--- src/hw/dma_params.svh ---
// Offsets, field positions, an unused last-channel code and request codes of the
// eight-channel transfer controller.
// Assumes inclusion by the controller module only.
`ifndef DMA_PARAMS_SVH
`define DMA_PARAMS_SVH

// ----------------------------------------
// Register map (word index on the register port)
// ----------------------------------------
// Channel slots: index = channel * 8 + slot
`define OFS_CHANNEL_CONTROL  3'h0
`define OFS_REQUEST_SELECT   3'h1
`define OFS_PRIMARY_START    3'h2
`define OFS_SECONDARY_START  3'h3
`define OFS_PERIPHERAL_ADDR  3'h4
`define OFS_TRANSFER_COUNT   3'h5
`define OFS_COLLISION_STATUS 7'h40
`define OFS_CHANNEL_STATUS   7'h41

// ----------------------------------------
// Channel control fields
// ----------------------------------------
`define CON_ENABLE_BIT   15
`define CON_SIZE_BIT     14
`define CON_DIR_BIT      13
`define CON_HALF_BIT     12
`define CON_NULL_WRITE_SELECT_BIT    11
`define CON_ADDRESSING_MODE_HI     5
`define CON_ADDRESSING_MODE_LO     4
`define CON_MODE_HI      1
`define CON_MODE_LO      0
`define CON_WRITE_MASK   16'hF833
`define ADDRESSING_MODE_POST_INC   2'h0
`define MODE_ONE_SHOT    2'h1
`define MODE_ONE_SHOT_PP 2'h3
`define REQ_FORCE_BIT    15

// ----------------------------------------
// Unused last-channel code (reset clears last_ch) and request source examples
// ----------------------------------------
`define LAST_CHANNEL_NONE 4'hF
`define REQ_CODE_ADC_DONE  7'h0D
`define PERIPH_ADDR_ADC    16'h0300
`define REQ_CODE_SER1_DONE 7'h0A
`define PERIPH_ADDR_SER1   16'h0248

`endif

--- src/hw/dma_pkg.sv ---
// Types shared by the transfer controller and its surroundings.
// Assumes nothing beyond the parameter header.
package dma_pkg;

   // ----------------------------------------
   // Transfer sequencer states
   // ----------------------------------------
   typedef enum logic [1:0] {
      ST_IDLE  = 2'b00,
      ST_READ  = 2'b01,
      ST_LATCH = 2'b10,
      ST_WRITE = 2'b11
   } xfer_state_type;

   // Dedicated transfer bus towards DMA RAM and peripherals
   typedef struct packed {
      logic [15:0] ram_addr;
      logic [15:0] ram_wdata;
      logic [1:0]  ram_be;
      logic        ram_re;
      logic        ram_we;
      logic [15:0] per_addr;
      logic [15:0] per_wdata;
      logic        per_re;
      logic        per_we;
   } xfer_bus_type;

   // Whole state of the controller
   typedef struct packed {
      logic [7:0][15:0] con;
      logic [7:0][6:0]  req_sel;
      logic [7:0]       force_req;
      logic [7:0][15:0] sta;
      logic [7:0][15:0] stb;
      logic [7:0][15:0] pad;
      logic [7:0][9:0]  cnt;
      logic [7:0][15:0] ptr;
      logic [7:0][9:0]  done;
      logic [7:0]       ppst;
      logic [7:0]       pend;
      logic [7:0]       ram_col;
      logic [7:0]       per_col;
      logic [3:0]       last_ch;
      xfer_state_type   state;
      logic [2:0]       cur_ch;
      logic [7:0]       irq;
      logic [15:0]      rd_data;
      xfer_bus_type     bus;
   } dma_state_type;

endpackage

--- src/hw/multi_channel_dma_controller.sv ---
// Eight-channel transfer controller between peripherals and DMA RAM.
// Assumes the register port, peripheral requests, RAM and peripherals
// all run on ref_clk; read data return one cycle after a read strobe.
`timescale 1ns/10ps
`default_nettype none
`include "dma_params.svh"

module multi_channel_dma_controller (
   input  wire logic                ref_clk,
   input  wire logic                rst_b,
   input  wire logic [6:0]          reg_addr,
   input  wire logic [15:0]         reg_wdata,
   input  wire logic                reg_wr,
   input  wire logic                reg_rd,
   output logic [15:0]              reg_rdata,
   input  wire logic [127:0]        periph_irq,
   input  wire logic [7:0][15:0]    periph_ram_addr,
   output var dma_pkg::xfer_bus_type xfer_bus,
   input  wire logic [15:0]         ram_rdata,
   input  wire logic [15:0]         per_rdata,
   input  wire logic                cpu_ram_we,
   input  wire logic [15:0]         cpu_ram_addr,
   input  wire logic                cpu_per_we,
   input  wire logic [15:0]         cpu_per_addr,
   output logic [7:0]               channel_irq_flag
);

   // ----------------------------------------
   // State and helpers
   // ----------------------------------------
   dma_pkg::dma_state_type cur_ff;
   dma_pkg::dma_state_type nxt_cur;
   logic [7:0]             want;
   logic [2:0]             pick;

   // Lowest set bit wins
   // lowest channel wins
   function automatic logic [2:0] lowest(input logic [7:0] vec);
      logic [2:0] idx;
      idx = 3'h0;
      for (int i = 7; i >= 0; i--) begin
         if (vec[i]) begin
            idx = 3'(i);
         end
      end
      return idx;
   endfunction

   // Channels asking for service
   // software or peripheral start
   always_comb begin
      for (int c = 0; c < 8; c++) begin
         want[c] = (cur_ff.pend[c] | cur_ff.force_req[c]) & cur_ff.con[c][`CON_ENABLE_BIT];
      end
   end

   assign pick = lowest(want);

   // ----------------------------------------
   // Next-state logic
   // ----------------------------------------
   always_comb begin
      logic [2:0]  ch;
      logic [2:0]  wch;
      logic [15:0] con;
      logic [15:0] data;
      logic [15:0] raddr;
      logic        new_pp;
      nxt_cur = cur_ff;
      ch      = cur_ff.cur_ch;
      wch     = reg_addr[5:3];
      con     = cur_ff.con[ch];
      data    = 16'h0000;
      raddr   = 16'h0000;
      new_pp  = 1'b0;
      nxt_cur.irq        = 8'h00;
      nxt_cur.rd_data    = 16'h0000;
      nxt_cur.bus.ram_re = 1'b0;
      nxt_cur.bus.ram_we = 1'b0;
      nxt_cur.bus.per_re = 1'b0;
      nxt_cur.bus.per_we = 1'b0;

      // Capture peripheral requests of enabled channels
      // code selects source
      for (int c = 0; c < 8; c++) begin
         if (cur_ff.con[c][`CON_ENABLE_BIT] && periph_irq[cur_ff.req_sel[c]]) begin
            nxt_cur.pend[c] = 1'b1;
         end
      end

      // Transfer sequencer: read, latch, write
      // own bus
      case (cur_ff.state)
         dma_pkg::ST_IDLE: begin
            if (want != 8'h00) begin
               ch    = pick;
               con   = cur_ff.con[ch];
               raddr = con[`CON_ADDRESSING_MODE_HI] ? periph_ram_addr[ch] : cur_ff.ptr[ch];
               nxt_cur.cur_ch       = ch;
               nxt_cur.last_ch      = {1'b0, ch};
               // A request arriving in the grant cycle stays pending
               nxt_cur.pend[ch]     = periph_irq[cur_ff.req_sel[ch]];
               nxt_cur.bus.ram_addr = raddr;
               nxt_cur.bus.per_addr = cur_ff.pad[ch];
               if (con[`CON_SIZE_BIT]) begin
                  nxt_cur.bus.ram_be = raddr[0] ? 2'b10 : 2'b01;
               end else begin
                  nxt_cur.bus.ram_be = 2'b11;
               end
               nxt_cur.bus.ram_re = con[`CON_DIR_BIT];
               nxt_cur.bus.per_re = ~con[`CON_DIR_BIT];
               nxt_cur.state      = dma_pkg::ST_READ;
            end
         end
         dma_pkg::ST_READ: begin
            nxt_cur.state = dma_pkg::ST_LATCH;
         end
         dma_pkg::ST_LATCH: begin
            data = con[`CON_DIR_BIT] ? ram_rdata : per_rdata;
            if (con[`CON_DIR_BIT]) begin
               nxt_cur.bus.per_we    = 1'b1;
               nxt_cur.bus.per_wdata = data;
            end else begin
               nxt_cur.bus.ram_we    = 1'b1;
               nxt_cur.bus.ram_wdata = data;
               if (con[`CON_NULL_WRITE_SELECT_BIT]) begin
                  nxt_cur.bus.per_we    = 1'b1;
                  nxt_cur.bus.per_wdata = 16'h0000;
               end
            end
            nxt_cur.state = dma_pkg::ST_WRITE;
         end
         dma_pkg::ST_WRITE: begin
            nxt_cur.force_req[ch] = 1'b0;
            if (con[`CON_ADDRESSING_MODE_HI:`CON_ADDRESSING_MODE_LO] == `ADDRESSING_MODE_POST_INC) begin
               nxt_cur.ptr[ch] = cur_ff.ptr[ch] + (con[`CON_SIZE_BIT] ? 16'h0001 : 16'h0002);
            end
            if (cur_ff.done[ch] == cur_ff.cnt[ch]) begin
               nxt_cur.done[ch] = 10'h000;
               new_pp = con[`CON_MODE_HI] & ~cur_ff.ppst[ch];
               nxt_cur.ppst[ch] = new_pp;
               nxt_cur.ptr[ch]  = new_pp ? cur_ff.stb[ch] : cur_ff.sta[ch];
               nxt_cur.irq[ch] = ~con[`CON_HALF_BIT];
               if ((con[`CON_MODE_HI:`CON_MODE_LO] == `MODE_ONE_SHOT) ||
                   ((con[`CON_MODE_HI:`CON_MODE_LO] == `MODE_ONE_SHOT_PP) && cur_ff.ppst[ch])) begin
                  nxt_cur.con[ch][`CON_ENABLE_BIT] = 1'b0;
               end
            end else begin
               nxt_cur.done[ch] = cur_ff.done[ch] + 10'h001;
            end
            if (con[`CON_HALF_BIT] && (cur_ff.done[ch] == (cur_ff.cnt[ch] >> 1))) begin
               nxt_cur.irq[ch] = 1'b1;
            end
            nxt_cur.state = dma_pkg::ST_IDLE;
         end
         default: begin
            nxt_cur.state = dma_pkg::ST_IDLE;
         end
      endcase

      // Software writes to the register port
      // per-channel register slots
      if (reg_wr && !reg_addr[6]) begin
         case (reg_addr[2:0])
            `OFS_CHANNEL_CONTROL: begin
               nxt_cur.con[wch] = reg_wdata & `CON_WRITE_MASK;
               if (reg_wdata[`CON_ENABLE_BIT] && !cur_ff.con[wch][`CON_ENABLE_BIT]) begin
                  nxt_cur.ptr[wch]  = cur_ff.sta[wch];
                  nxt_cur.done[wch] = 10'h000;
                  nxt_cur.ppst[wch] = 1'b0;
                  nxt_cur.pend[wch] = 1'b0;
               end
            end
            `OFS_REQUEST_SELECT: begin
               nxt_cur.req_sel[wch] = reg_wdata[6:0];
               if (reg_wdata[`REQ_FORCE_BIT]) begin
                  nxt_cur.force_req[wch] = 1'b1;
               end
            end
            `OFS_PRIMARY_START: begin
               nxt_cur.sta[wch] = reg_wdata;
               if (!cur_ff.con[wch][`CON_ENABLE_BIT] && !cur_ff.ppst[wch]) begin
                  nxt_cur.ptr[wch] = reg_wdata;
               end
            end
            `OFS_SECONDARY_START: begin
               nxt_cur.stb[wch] = reg_wdata;
               if (!cur_ff.con[wch][`CON_ENABLE_BIT] && cur_ff.ppst[wch]) begin
                  nxt_cur.ptr[wch] = reg_wdata;
               end
            end
            `OFS_PERIPHERAL_ADDR: begin
               nxt_cur.pad[wch] = reg_wdata;
            end
            `OFS_TRANSFER_COUNT: begin
               nxt_cur.cnt[wch] = reg_wdata[9:0];
            end
            default: begin
            end
         endcase
      end

      // Collision flags clear on writing zero
      if (reg_wr && (reg_addr == `OFS_COLLISION_STATUS)) begin
         nxt_cur.per_col = cur_ff.per_col & reg_wdata[15:8];
         nxt_cur.ram_col = cur_ff.ram_col & reg_wdata[7:0];
      end

      // Collision set wins over a clear in the same cycle
      // write collision detection
      if (cur_ff.state == dma_pkg::ST_WRITE) begin
         if (cur_ff.bus.ram_we && cpu_ram_we && (cpu_ram_addr == cur_ff.bus.ram_addr)) begin
            nxt_cur.ram_col[ch] = 1'b1;
         end
         if (cur_ff.bus.per_we && cpu_per_we && (cpu_per_addr == cur_ff.bus.per_addr)) begin
            nxt_cur.per_col[ch] = 1'b1;
         end
      end

      // Read data, one cycle after the strobe
      if (reg_rd) begin
         if (reg_addr == `OFS_COLLISION_STATUS) begin
            nxt_cur.rd_data = {cur_ff.per_col, cur_ff.ram_col};
         end else if (reg_addr == `OFS_CHANNEL_STATUS) begin
            nxt_cur.rd_data = {4'h0, cur_ff.last_ch, cur_ff.ppst};
         end else if (!reg_addr[6]) begin
            case (reg_addr[2:0])
               `OFS_CHANNEL_CONTROL: nxt_cur.rd_data = cur_ff.con[wch];
               `OFS_REQUEST_SELECT:  nxt_cur.rd_data = {cur_ff.force_req[wch], 8'h00,
                                                        cur_ff.req_sel[wch]};
               `OFS_PRIMARY_START:   nxt_cur.rd_data = cur_ff.ptr[wch];
               `OFS_SECONDARY_START: nxt_cur.rd_data = cur_ff.ptr[wch];
               `OFS_PERIPHERAL_ADDR: nxt_cur.rd_data = cur_ff.pad[wch];
               `OFS_TRANSFER_COUNT:  nxt_cur.rd_data = {6'h00, cur_ff.cnt[wch]};
               default:              nxt_cur.rd_data = 16'h0000;
            endcase
         end
      end
   end

   // ----------------------------------------
   // State register
   // ----------------------------------------
   always_ff @(posedge ref_clk or negedge rst_b) begin
      if (!rst_b) begin
         cur_ff <= '0;
      end else begin
         cur_ff <= nxt_cur;
      end
   end

   // Outputs straight from flip-flops
   assign reg_rdata        = cur_ff.rd_data;
   assign xfer_bus         = cur_ff.bus;
   assign channel_irq_flag = cur_ff.irq;
endmodule
`default_nettype wire

--- config.mk ---
export PLATFORM = sky130hd
export DESIGN_NAME = multi_channel_dma_controller
export DESIGN_NICKNAME = d
export VERILOG_FILES = /design/src/hw/dma_pkg.sv /design/src/hw/multi_channel_dma_controller.sv
export VERILOG_INCLUDE_DIRS = /design/src /design/src/hw
export SDC_FILE = /design/constraint.sdc
export NUM_CORES = 2
export LEC_CHECK = 0
export BUFFER_PORTS_ARGS = -buffer_cell sky130_fd_sc_hd__buf_2
export CELL_PAD_IN_SITES_DETAIL_PLACEMENT = 0
export CELL_PAD_IN_SITES_GLOBAL_PLACEMENT = 1
export CORE_UTILIZATION = 30
export DETAILED_ROUTE_END_ITERATION = 12
export MAX_ROUTING_LAYER = met4
export PLACE_DENSITY = 0.59
export SLEW_MARGIN = 25
export SYNTH_ARGS = -nofsm -noshare
export SYNTH_HDL_FRONTEND = slang
export SYNTH_SLANG_ARGS = --single-unit
--- constraint.sdc ---
create_clock -name ref_clk -period 6.63 [get_ports ref_clk]
set_clock_uncertainty 0.2 [all_clocks]
set_input_delay 1.326 -clock ref_clk [delete_from_list [all_inputs] [get_ports ref_clk]]
set_output_delay 1.326 -clock ref_clk [all_outputs]
set_load 0.02 [all_outputs]
Yosys cells after proc, flatten, opt, wreduce, memory -nomap -nowiden
Index checks and enable logic that the tools add are counted.
{"block": "classes", "add_sub_neg": 2, "bitwise_logic": 39, "magnitude_cmp": 17, "eq_ne": 17, "n_reduce_logical": 41, "mux": 166}
{"op": "$mux W128", "count": 12}
{"op": "$bwmux W128", "count": 8}
{"op": "$mux W880", "count": 1}
{"op": "$bmux W16 S3", "count": 12}
{"op": "$mux W16", "count": 24}
{"op": "$pmux W128 S3", "count": 1}
{"op": "$mux W224", "count": 1}
{"op": "$mux W216", "count": 1}
{"op": "$and A80 B80 Y80", "count": 2}
{"op": "$bwmux W80", "count": 2}
{"op": "$mux W80", "count": 2}
{"op": "$not A80 Y80", "count": 2}
{"op": "$demux W16 S3", "count": 3}
{"op": "$and A128 B128 Y128", "count": 1}
{"op": "$not A128 Y128", "count": 1}
{"op": "$mux W96", "count": 1}
{"op": "$bmux W10 S3", "count": 3}
{"op": "$mux W8", "count": 11}
{"op": "$pmux W16 S5", "count": 1}
{"op": "$lt A7 B8 Y1 const B", "count": 9}
{"op": "$mux W64", "count": 1}
{"op": "$bmux W1 S7", "count": 9}
{"op": "$demux W10 S3", "count": 2}
{"op": "$bwmux W56", "count": 1}
{"op": "other kinds (42)", "count": 171}
{"block": "totals", "register_bits": 995, "output_inout_bits": 94}

Depth between registers and ports, before layout
{"block": "logic_depth", "word_depth": 21, "ltp_mapped": 21, "depth_no_buf": 15}

Least setup slack after synthesis
Ideal clock, no wire load.
{"block": "synth_path", "kind": "register to register", "start": "register cur_ff[101] (netlist name)", "end": "register cur_ff[243] (netlist name)", "arrival_time_ps": 4396, "path_slack_ps": 1950, "period_less_slack_ps": 4680, "path_stages_with_launch": 20, "setup_time_ps": 84, "required_ps": 6346, "cell_sequence": "dfrtp_1 > buf_6 > buf_12 > buf_12 > nor3_1 > clkbuf_1 > clkbuf_1 > clkbuf_1 > a22oi_1 > and4_1 > inv_1 > ha_1 > inv_1 > fa_1 > nor4_1 > nand3_1 > xnor2_1 > mux2i_1 > a221o_1 > o21ai_0"}
{"item": "end signal: assignment", "line_no": "multi_channel_dma_controller.sv:248", "text": "cur_ff <= nxt_cur;"}
{"item": "end: declaration", "line_no": "multi_channel_dma_controller.sv:31", "text": "dma_pkg::dma_state_type cur_ff;"}

==> summary.md <==
| Metric | Value |
|---|---|
| WS Path Type | `reg -> reg` |
| # clock sinks | `939` |
| DRC | `0` |
| Synth-to-layout area growth | `14.09%` |
| Setup TNS | `0 ns` |
| Syn_area_per_cell | `10.16 µm²` |
| CP max FO | `54` |
| GR Util met2 | `44.10%` |
| Async S/R FF share, synth | `100.0%` |
| RSZ-0062 raised after global routing | `false` |
| Synth Instances | `6177` |
| Ys Warns | `0` |
| Cell variety after synth | `91` |
| Hold Slack | `0.2225 ns` |
| Root Driver | `clkbuf_16` |
| Initial antenna violation count | `20` |
| Layout cells sized above 1 | `30.95%` |
| IO Pins | `443` |
| Most Crowded Layer GR | `met2` |
| First-pass GRT wire length | `455.2 mm` |
| Mapped Nets | `6533` |
| CP cell instances | `o21ai_1, o211a_1, a21o_4, o311ai_0, a22oi_2, buf_4, and3_1, o31ai_1, nor4_1, nor4_2, mux2i_2, a311oi_1` |
| Synthesis-stage register bit count | `939` |
| CP Capture Type | `register` |
| CP Launch Type | `register` |
| Port Buffers | `442` |
| Post-detailed-route count of antenna-violating nets | `0` |
| Lkg Pwr | `29.35 nW` |
| Total Die Area | `211000 µm²` |
| Via count | `59890` |
| Slowest-stage cell, CP | `a22oi_2` |
| GR Util met1 | `38.58%` |
| FILL cells | `21020` |
| Total GRT Usage | `30.85%` |
| Die width | `459.4 µm` |
| Vias per inst | `6.522` |
| Core area | `207500 µm²` |
| Cts repair resizes | `0` |
| Clock power frac | `23.0%` |
| EDFF count, synth | `0` |
| Pint | `14.78 mW` |
| Worst Path Required | `7.05 ns` |
| Psw | `12.79 mW` |
| Most used DFF post-synth | `dfrtp_1` |
| Switching Fraction | `46.39%` |
| Post-synthesis sequential area ratio | `37.44%` |
| # setup viols final | `0` |
| WL/cell | `35.41 µm` |
| Post-CTS Setup Inserts | `0` |
| Worst vdd ir | `233.9 µV` |
| Status | `completed` |
| Flop pwr share | `29.9%` |
| Syn Std Cell Area | `62770 µm²` |
| Routability Congestion | `1.012` |
| Hold Vio Cnt, Final | `0` |
| Relative slew slack | `18.87%` |
| Starting Density | `30.25%` |
| TritonCTS clock tree | `done` |
| Max Cap Viol | `0` |
| Number of global-route vias before repair | `57700` |
| Cell Area, Placed | `67820 µm²` |
| Number of CTS-inserted buffers | `108` |
| Post-route cell area | `71610 µm²` |
| M3 GR Usage | `8.518%` |
| TritonRoute pass-1 iters | `9` |
| Htree depth | `3` |
| Power Density | `385.0 nW/µm²` |
| Max Root-Sink Buffers | `3` |
| Hold Crit Class | `in -> async` |
| FF+latch area | `23520 µm²` |
| Largest net degree at the start of global routing | `147` |
| Multi-input combinational cell area | `36220 µm²` |
| GRT Residual Overflow | `0` |
| Die height | `459.4 µm` |
| WP data arrival | `6.03 ns` |
| Slew Limit Fails | `0` |
| FMAX | `178.3 MHz` |
| HPWL after detailed placement | `215.3 mm` |
| Clock transition at path regs | `0.06 ns` |
| DRT iter0 DRCs | `8294` |
| Tcrit/Tclk final | `84.59%` |
| Combinational fraction of design power | `47.1%` |
| CTS hold repair buffers | `0` |
| Final min period | `5.608 ns` |
| Clock Latency Late Sink | `0.82 ns` |
| # nets final | `6644` |
| Total Wirelength | `325.2 mm` |
| Worst-margin pin slew | `1.212 ns` |
| FP Rows | `167` |
| CP max stage delay | `0.99 ns` |
==> cell families (layout without fill, tap and decap cells) <==
kind of cell,Yosys count,count (layout),synth area share (%)
adders and majority gates,7,7,0.1515
AOI/OAI and AO/OA,1858,1858,19.88
other,0,20,0
muxes,1103,1103,25.84
xor gates and xnor gates,74,74,1.068
DFF,939,939,37.44
and+or+nand+nor,1432,1432,10.19
buffers and inverters,764,962,5.432
==> layout make-up <==
cell class / count / area share, %
multi-input cells: 4474 / 50.58
flip-flops and latches: 939 / 32.84
repair buffers: 734 / 6.362
well taps: 2788 / 4.871
clock buffers: 156 / 4.305
clock inverters: 41 / 0.8072
inverters: 31 / 0.1625
diodes: 20 / 0.06989
==> state kept, by name, indices dropped and copies added (netlist names) <==
| register | flops |
|---|---|
| xfer_bus | 70 |
| reg_rdata | 16 |
| channel_irq_flag | 8 |
| cur_ff | 845 |
==> Yosys cell counts (all sizes together) (24+ instances only) <==
cell type | number | share of area (%)
clkbuf | 505 | 3.0
a22oi | 363 | 4.3
mux4 | 353 | 13
o22ai | 322 | 3.2
nor3 | 82 | 0.67
nor2 | 261 | 1.6
a22o | 70 | 0.98
and2 | 40 | 0.40
o21ai | 235 | 1.9
a21oi | 450 | 3.6
a32oi | 36 | 0.50
o221ai | 24 | 0.33
xor2 | 38 | 0.55
a221o | 73 | 1.2
xnor2 | 36 | 0.51
mux2i | 143 | 2.3
nand4 | 70 | 0.70
mux2 | 607 | 11
a222oi | 34 | 0.54
a31oi | 24 | 0.24
dfrtp | 939 | 37
nand2 | 743 | 4.4
buf | 228 | 2.2
nand3 | 63 | 0.50
nor4 | 50 | 0.51
or4 | 27 | 0.32
a221oi | 70 | 0.99
inv | 29 | 0.17
==> metal layers <==
metal  vias to the layer above  wire length [µm]
met3                      1042             37690
met2                      4475            138600
met4                         0             22630
met1                     30360            126300
li1                      24010                 -
met5                         -                 0
==> path summary, 6_finish.rpt <==
path / from / end / slack [ns] / cells past startpoint
setup / recovery: cur_ff[809]$_DFF_PN0_ / cur_ff[119]$_DFF_PN0_ / 1.02 / 12
hold reg to reg: xfer_bus[50]$_DFFE_PN0P_ / xfer_bus[50]$_DFFE_PN0P_ / 0.27 / 2
hold / removal: rst_b / xfer_bus[65]$_DFFE_PN0P_ / 0.22 / 1
setup reg to reg: cur_ff[809]$_DFF_PN0_ / cur_ff[119]$_DFF_PN0_ / 1.02 / 12
max in group asynchronous: rst_b / cur_ff[815]$_DFFE_PN0P_ / 4.39 / 3
min in group ref_clk: xfer_bus[50]$_DFFE_PN0P_ / xfer_bus[50]$_DFFE_PN0P_ / 0.27 / 2
==> power by group through the flow <==
stage	combinational, mW	clock (mW)	sequential (mW)
6_report	13.0	6.34	8.26
5_1_grt	13.5	6.67	8.35
4_1_cts	12.5	6.43	8.18
3_5_place_dp	12.5	0	8.28
3_3_place_gp	12.4	0	8.28
2_1_floorplan	8.01	0	7.59
==> cell usage in the layout (no fill, tap or decap), drive strengths merged, types with 40 or more instances in the layout <==
cell type	instances
mux2	607
mux2i	143
a22o	70
o22ai	322
and2	40
nor2	261
o21ai	235
a21oi	450
dfrtp	939
nand2	743
clkbuf	156
a221oi	70
nand3	63
nor3	82
a22oi	363
nor4	50
nand4	70
mux4	353
buf	734
a221o	73
==> through the flow <==
stage	cells	total power, mW	setup WS [ns]	util (%)
global route	9179	28.53	0.8526	34.51
finish	9183	27.57	1.022	34.51
global placement	8964	20.72	1.190	32.66
CTS	9162	27.15	1.220	34.45
floorplan	6177	15.60	1.950	-
detailed placement	8965	20.79	1.200	32.69
==> critical path: cells and delay by family, from the launching register on <==
family / cells / cell delay (ns)
AND/OR/NAND/NOR: 3 / 0.75
AO/OA/AOI/OAI: 7 / 3.21
buffers and inverters: 1 / 0.28
multiplexers: 1 / 0.57
flip-flops: 1 / 0.42
Power figures use the tool's default switching activity.
